--- src/shared/eepac_pkg.sv ---
package eepac_pkg;
   // ************************************************************
   // control register layout and map
   // ************************************************************
   localparam logic [15:0] EEPAC_CTRL_ADDR = 16'h103B;
   localparam logic [15:0] EEPAC_ARRAY_BASE = 16'hB600;
   localparam int EEPAC_ARRAY_AW = 9;
   localparam int EEPAC_LAT_BIT = 1;
   localparam int EEPAC_PGM_BIT = 0;
   localparam int EEPAC_ERASE_BIT = 2;
   localparam logic [7:0] EEPAC_CTRL_RESET = 8'h00;
   localparam logic [7:0] EEPAC_CTRL_LATCH = 8'h02;
   localparam logic [7:0] EEPAC_CTRL_PROGRAM = 8'h03;
   localparam logic [7:0] EEPAC_CTRL_ERASE_LAT = 8'h06;
   localparam logic [7:0] EEPAC_CTRL_ERASE_GO = 8'h07;
   localparam logic [7:0] EEPAC_ERASED = 8'hFF;
   localparam logic [7:0] EEPAC_BLANK_READ = 8'hFF;
   // ************************************************************
   // timing
   // ************************************************************
   localparam int EEPAC_CLK_MHZ = 125;
   localparam int EEPAC_HV_TIME_MS = 10;
   localparam int EEPAC_HV_CYCLES = EEPAC_HV_TIME_MS * 1000 * EEPAC_CLK_MHZ;
endpackage

--- src/shared/eepac_if.sv ---
`timescale 1ns/1ps
interface eepac_if;
   logic [15:0] addr;
   logic [7:0] wdata;
   logic wr;
   logic rd;
   logic [7:0] rdata;
   logic rvalid;
   logic busy;
   modport dev (input addr, input wdata, input wr, input rd, output rdata, output rvalid,
      output busy);
   modport cpu (output addr, output wdata, output wr, output rd, input rdata, input rvalid,
      input busy);
endinterface

--- src/logic/eepac_device.sv ---
`timescale 1ns/1ps
// Notes on behaviour
// - erase then program yields any new value
// - program only clears bits, ones stay
// - software may clear more bits later
// - software avoids mixed clear and mask patterns
// - latch select unmaps the array
// - software holds operation about 10 ms
// - array access while active returns no data
// - voltage stays on until software ends
// - power fail should raise nonmaskable interrupt
// - rewrite option word only on error
// - 02 hex sets latch select alone
// - 03 hex adds program voltage enable
// - clearing control restores read mode
module eepac_device
   import eepac_pkg::*;
#(
   parameter int ARRAY_AW = EEPAC_ARRAY_AW
) (
   input wire logic clk,
   input wire logic reset,
   eepac_if.dev bus,
   output logic array_latch_select,
   output logic program_voltage_enable,
   output logic [15:0] hv_cycles
);
   localparam int DEPTH = 1 << ARRAY_AW;

   // ************************************************************
   // state
   // ************************************************************
   logic [7:0] mem [DEPTH];
   logic erase_sel;
   logic next_latch;
   logic next_pgm;
   logic next_erase;
   logic [ARRAY_AW-1:0] lat_addr;
   logic [ARRAY_AW-1:0] next_lat_addr;
   logic [7:0] lat_data;
   logic [7:0] next_lat_data;
   logic lat_full;
   logic next_lat_full;
   logic [7:0] rdata, next_rdata;
   logic rvalid, next_rvalid;
   logic [15:0] next_hv;
   logic ctrl_wr;
   logic cell_we;
   logic [7:0] cell_old;
   logic [7:0] cell_wdata;

   // ************************************************************
   // bus decode
   // ************************************************************
   function automatic logic in_array(input logic [15:0] a);
      in_array = (a >= EEPAC_ARRAY_BASE) && (a < EEPAC_ARRAY_BASE + 16'(DEPTH));
   endfunction

   function automatic logic is_ctrl(input logic [15:0] a);
      is_ctrl = (a == EEPAC_CTRL_ADDR);
   endfunction

   function automatic logic [ARRAY_AW-1:0] cell_index(input logic [15:0] a);
      cell_index = ARRAY_AW'(a - EEPAC_ARRAY_BASE);
   endfunction

   function automatic logic [7:0] ctrl_image(input logic er, input logic lat, input logic pgm);
      ctrl_image = {5'h00, er, lat, pgm};
   endfunction

   // erase forces ones; program can only pull ones down to zero
   function automatic logic [7:0] cell_result(input logic [7:0] old, input logic [7:0] d,
         input logic er);
      cell_result = er ? EEPAC_ERASED : (old & d);
   endfunction

   // ************************************************************
   // control register
   // ************************************************************
   // erase select rides on the same write; it steers the cell effect and shows in the control read image
   always_comb begin
      ctrl_wr = bus.wr && is_ctrl(bus.addr);
      next_latch = array_latch_select;
      next_pgm = program_voltage_enable;
      next_erase = erase_sel;
      if (ctrl_wr) begin
         next_latch = bus.wdata[EEPAC_LAT_BIT];
         next_erase = bus.wdata[EEPAC_ERASE_BIT];
         // voltage only if latch already set before this write
         next_pgm = bus.wdata[EEPAC_PGM_BIT] && array_latch_select;
      end
   end

   always_ff @(posedge clk) begin
      if (reset) begin
         array_latch_select <= 1'b0;
         program_voltage_enable <= 1'b0;
         erase_sel <= 1'b0;
      end else begin
         array_latch_select <= next_latch;
         program_voltage_enable <= next_pgm;
         erase_sel <= next_erase;
      end
   end

   // ************************************************************
   // array write latch
   // ************************************************************
   // writes are only caught with voltage off, so the target can't move mid-phase
   always_comb begin
      next_lat_addr = lat_addr;
      next_lat_data = lat_data;
      next_lat_full = lat_full;
      if (ctrl_wr && !bus.wdata[EEPAC_LAT_BIT]) begin
         next_lat_full = 1'b0;
      end else if (bus.wr && in_array(bus.addr) && array_latch_select
            && !program_voltage_enable) begin
         next_lat_addr = cell_index(bus.addr);
         next_lat_data = bus.wdata;
         next_lat_full = 1'b1;
      end
   end

   always_ff @(posedge clk) begin
      if (reset) begin
         lat_addr <= '0;
         lat_data <= EEPAC_ERASED;
         lat_full <= 1'b0;
      end else begin
         lat_addr <= next_lat_addr;
         lat_data <= next_lat_data;
         lat_full <= next_lat_full;
      end
   end

   // ************************************************************
   // read path
   // ************************************************************
   // every read answers next cycle, so the cpu side never stalls
   always_comb begin
      next_rdata = EEPAC_BLANK_READ;
      next_rvalid = 1'b0;
      if (bus.rd) begin
         next_rvalid = 1'b1;
         if (is_ctrl(bus.addr)) begin
            next_rdata = ctrl_image(erase_sel, array_latch_select, program_voltage_enable);
         end else if (in_array(bus.addr) && !array_latch_select) begin
            next_rdata = mem[cell_index(bus.addr)];
         end
         // else blank: array unmapped while latched
      end
   end

   always_ff @(posedge clk) begin
      if (reset) begin
         rdata <= EEPAC_BLANK_READ;
         rvalid <= 1'b0;
      end else begin
         rdata <= next_rdata;
         rvalid <= next_rvalid;
      end
   end

   // ************************************************************
   // voltage-on counter
   // ************************************************************
   // saturates so a badly stretched phase never wraps to look short
   always_comb begin
      next_hv = hv_cycles;
      if (next_pgm && !program_voltage_enable) begin
         next_hv = 16'h0000;
      end else if (program_voltage_enable && hv_cycles != 16'hFFFF) begin
         next_hv = hv_cycles + 16'h0001;
      end
   end

   always_ff @(posedge clk) begin
      if (reset) begin
         hv_cycles <= 16'h0000;
      end else begin
         hv_cycles <= next_hv;
      end
   end

   // ************************************************************
   // cell array: effect applied while voltage held, no timeout
   // ************************************************************
   // cells act every voltage cycle while the latch is full, so a stretched phase just repeats the
   // same idempotent effect
   always_comb begin
      cell_old = mem[lat_addr];
      cell_we = program_voltage_enable && lat_full;
      cell_wdata = cell_result(cell_old, lat_data, erase_sel);
   end

   always_ff @(posedge clk) begin
      if (cell_we) begin
         mem[lat_addr] <= cell_wdata;
      end
   end

   assign bus.rdata = rdata;
   assign bus.rvalid = rvalid;
   assign bus.busy = array_latch_select;
endmodule

--- src/flat_wrapper.sv ---
// flat-port wrapper written by rule: the top's interface ports become plain ports
module eepac_device_flat import eepac_pkg::*;
#(
   parameter int ARRAY_AW = EEPAC_ARRAY_AW
)
  (clk, reset, array_latch_select, program_voltage_enable, hv_cycles, bus_addr, bus_wdata, bus_wr, bus_rd, bus_rdata, bus_rvalid, bus_busy);
  eepac_if bus_i ();
  input wire logic clk;
  input wire logic reset;
  output logic array_latch_select;
  output logic program_voltage_enable;
  output logic [15:0] hv_cycles;
  input wire logic [$bits(bus_i.addr)-1:0] bus_addr;
  input wire logic [$bits(bus_i.wdata)-1:0] bus_wdata;
  input wire logic [$bits(bus_i.wr)-1:0] bus_wr;
  input wire logic [$bits(bus_i.rd)-1:0] bus_rd;
  output wire logic [$bits(bus_i.rdata)-1:0] bus_rdata;
  output wire logic [$bits(bus_i.rvalid)-1:0] bus_rvalid;
  output wire logic [$bits(bus_i.busy)-1:0] bus_busy;
  assign bus_i.addr = bus_addr;
  assign bus_i.wdata = bus_wdata;
  assign bus_i.wr = bus_wr;
  assign bus_i.rd = bus_rd;
  assign bus_rdata = bus_i.rdata;
  assign bus_rvalid = bus_i.rvalid;
  assign bus_busy = bus_i.busy;
  eepac_device #(.ARRAY_AW(ARRAY_AW)) u_core (.clk(clk), .reset(reset), .bus(bus_i), .array_latch_select(array_latch_select), .program_voltage_enable(program_voltage_enable), .hv_cycles(hv_cycles));
endmodule
--- config.mk ---
export PLATFORM = sky130hd
export DESIGN_NAME = eepac_device_flat
export DESIGN_NICKNAME = d
export VERILOG_FILES = /design/src/shared/eepac_pkg.sv /design/src/shared/eepac_if.sv /design/src/logic/eepac_device.sv /design/src/flat_wrapper.sv
export SDC_FILE = /design/constraint.sdc
export NUM_CORES = 2
export LEC_CHECK = 0
export BUFFER_PORTS_ARGS = -buffer_cell sky130_fd_sc_hd__clkbuf_2
export CORE_MARGIN = 1.5
export CORE_UTILIZATION = 30
export DETAILED_ROUTE_END_ITERATION = 6
export PLACE_DENSITY = 0.48
export SYNTH_ARGS = -nofsm -noshare
export SYNTH_HDL_FRONTEND = slang
export SYNTH_SLANG_ARGS = --single-unit
--- constraint.sdc ---
create_clock -name clk -period 53.9 [get_ports clk]
set_clock_uncertainty 0.1 [all_clocks]
set_input_delay 10.78 -clock clk [delete_from_list [all_inputs] [get_ports clk]]
set_output_delay 10.78 -clock clk [all_outputs]
set_load 0.02 [all_outputs]
==> flow_summary.json <==
{
  "boundaryPins": 56,
  "drt_iter0_drc": 15986,
  "wl_per_cell_um": 37.1,
  "dp.cells": 18979,
  "numPortBuffers": 55,
  "cts-root-buf": "clkbuf_16",
  "max_freq_mhz": 56.2,
  "setup_tns_ns": 0,
  "status": "complete, but fails checks",
  "synth_area_per_cell_sq_um": 17.9,
  "fin_crit_ns": 17.80,
  "vias": 118691,
  "routabilityCongestion": 0.868,
  "worstSetupEndpointType": "flip-flop",
  "post-cts-setup-buffers": 0,
  "ys_warn_count": 0,
  "cts_buffers": 458,
  "synth_edf_count": 4096,
  "clk_pin_slew_worst_paths_ns": 0.06,
  "drc": 4,
  "cts_buffer_depth": 4,
  "regToRegSetupSlack_ns": 43.98,
  "antenna_left": 0,
  "crit_arrival_ns": 18.58,
  "layout_commonest_cell": "edfxtp_1",
  "die-height_um": 809,
  "regArea_sq_um": 124000,
  "fin_ws_ns": 36.10,
  "grt_pass1_vias": 117823,
  "hold_slack_ns": 0.419,
  "final_cell_mix": "4,096 x edfxtp_1, 1,591 x mux4_2, 1,261 x mux2i_1",
  "yosys_register_bits": 4151,
  "final_core_util_pct": 34.0,
  "cp-start-kind": "primary input",
  "required_ns": 54.69,
  "ff2ff_path_depth": 15,
  "first_pass_iters": 7,
  "fillerInstances": 60994,
  "syn2layout_area_growth_pct": 12.8,
  "dp_slack_ns": 34.98,
  "finalCritPeriodShare_pct": 33.0,
  "p_per_area_nw_per_um2": 31.6,
  "grt_max_degree": 249,
  "grt_use_met1_pct": 28.7,
  "grt_first_pass_wirelength_um": 1010000,
  "multi_input_area_sq_um": 66200,
  "die_w_um": 809,
  "synth_cell_types": 72,
  "peakVddDrop_mv": 0.0278,
  "synthCells": 10875,
  "yosys.area.top_type": "edfxtp_1",
  "synth_top_cells_by_area": "edfxtp_1 63%, mux4_2 18%, mux2i_1 6.5%",
  "cp_max_fo": 94,
  "final_layout_size_suffix_gt1_share_pct": 24.6,
  "leakage_nw": 64.6,
  "instances_no_fill": 19892,
  "hold_violations": 0,
  "finalPower_mw": 6.94,
  "synth-async-reset-ratio_pct": 0,
  "setup_viol": 0,
  "worstMarginPinSlew_ns": 1.55,
  "ctsHoldBuffers": 0,
  "startpoint": "bus_addr[0]",
  "antenna_found_initial": 50,
  "start_util_pct": 30.1,
  "coreArea_sq_um": 646000,
  "syn-num-nets": 10904,
  "via_per_inst": 5.97,
  "maxSlewHeadroom_pct": -6.10,
  "hp-class": "flip-flop to flip-flop",
  "violations": "DRC, capacitance limit, slew limit",
  "clock-sinks": 4151,
  "gr-total-overflow": 0,
  "crit_type": "primary input to flip-flop",
  "yosysTopAreaCellShare_pct": 63.2,
  "place_area_sq_um": 204000,
  "cts_htree_levels": 5,
  "worstReg2RegEnd": "u_core.mem[65][4]",
  "num_rows": 295,
  "max-cap-violations": 4,
  "wirelength_um": 739000,
  "holdPathStages": 2,
  "cts_tree": "built",
  "ys_seq_area_share_pct": 63.7,
  "post-dp-hpwl_um": 469000,
  "cts_resized": 0,
  "use_met3_pct": 4.38,
  "rsz0062_at_grt": "false",
  "fin_area_sq_um": 220000,
  "synth_area_sq_um": 195000,
  "synth_ff_type": "edfxtp_1",
  "grt_util_met2_pct": 34.9,
  "grt_usage_pct": 21.8,
  "busiest_layer": "met2",
  "final-max-slew-violation-count": 9,
  "layout.nets": 10856,
  "die_area_sq_um": 654000,
  "crit_path_end": "u_core.bus.rdata[7]",
  "worstSkewPairLatency_ns": 1.09
}
-- worst min path at each step --
stage / startpoint / to
finish: u_core.hv_cycles[13] / u_core.hv_cycles[13]
global route: u_core.hv_cycles[13] / u_core.hv_cycles[13]
CTS: u_core.hv_cycles[13] / u_core.hv_cycles[13]
detailed placement: u_core.hv_cycles[13] / u_core.hv_cycles[13]
global placement: u_core.hv_cycles[13] / u_core.hv_cycles[13]
floorplan: u_core.lat_full / u_core.lat_full
-- registers in the layout, indices dropped and copies added, names as in the netlist, named ones only --
register and cells:
u_core.lat_addr 9, u_core.bus.rvalid 1, u_core.array_latch_select 1, u_core.lat_full 1, u_core.hv_cycles 16, u_core.program_voltage_enable 1, u_core.mem 4096, u_core.bus.rdata 8
u_core.lat_data 8, u_core.erase_sel 1
-- cell usage after synthesis (all sizes together), types with 36 or more instances --
| cell type | instances |
|---|---|
| dfxtp | 55 |
| o21ai | 88 |
| nand2 | 226 |
| nor4 | 38 |
| a211oi | 83 |
| a221oi | 36 |
| clkbuf | 394 |
| a21oi | 273 |
| nand3 | 84 |
| mux4 | 1592 |
| o22ai | 327 |
| o221ai | 409 |
| nor3 | 258 |
| a22oi | 144 |
| nor2 | 653 |
| buf | 519 |
| mux2i | 1261 |
| edfxtp | 4096 |
-- area by class of cell --
cell class,count,area share (%)
flip-flops and latches,4151,56.5
multi-input cells,5799,30.1
clock buffers,567,5.44
well taps,8613,4.91
repair buffers,405,1.53
clock inverters,280,1.35
diodes,65,0.0741
inverters,12,0.0336
-- where the power goes --
part	internal (mW)	switching (mW)	total (mW)
Clock	1.80	1.37	3.17
Sequential	3.49	0.0000601	3.49
Combinational	0.102	0.179	0.281
-- critical path, cell delays in order --
cell,delay [ns]
buf_12,0.43
buf_4,0.76
buf_4,0.78
buf_4,0.77
buf_4,0.85
buf_4,0.78
buf_4,0.87
mux4_2,0.60
mux4_2,0.49
a22oi_1,0.16
a21oi_1,0.22
o311ai_0,0.52
nand3_1,0.12
-- cell families (layout without fill, tap and decap cells) --
| family | Yosys count | in the layout | share of synthesized area, % |
|---|---|---|---|
| DFF | 4151 | 4151 | 63.7 |
| buffers and inverters | 925 | 1264 | 2.56 |
| other | 0 | 65 | 0 |
| AOI/OAI and AO/OA | 1491 | 1491 | 5.41 |
| xor gates and xnor gates | 12 | 12 | 0.0540 |
| adders and majority gates | 1 | 1 | 0.00642 |
| and+or+nand+nor | 1429 | 1429 | 3.27 |
| muxes | 2866 | 2866 | 25.0 |
-- layer usage --
layer  share of wire (%)  up-vias  routed length [um]
met5               0.012        -                  90
met4                 5.1       12               37400
met3                 8.8     1361               64800
met2                  47     6853              347000
met1                  39    64115              290000
li1                    -    46350                   -
Power figures use the tool's default switching activity.
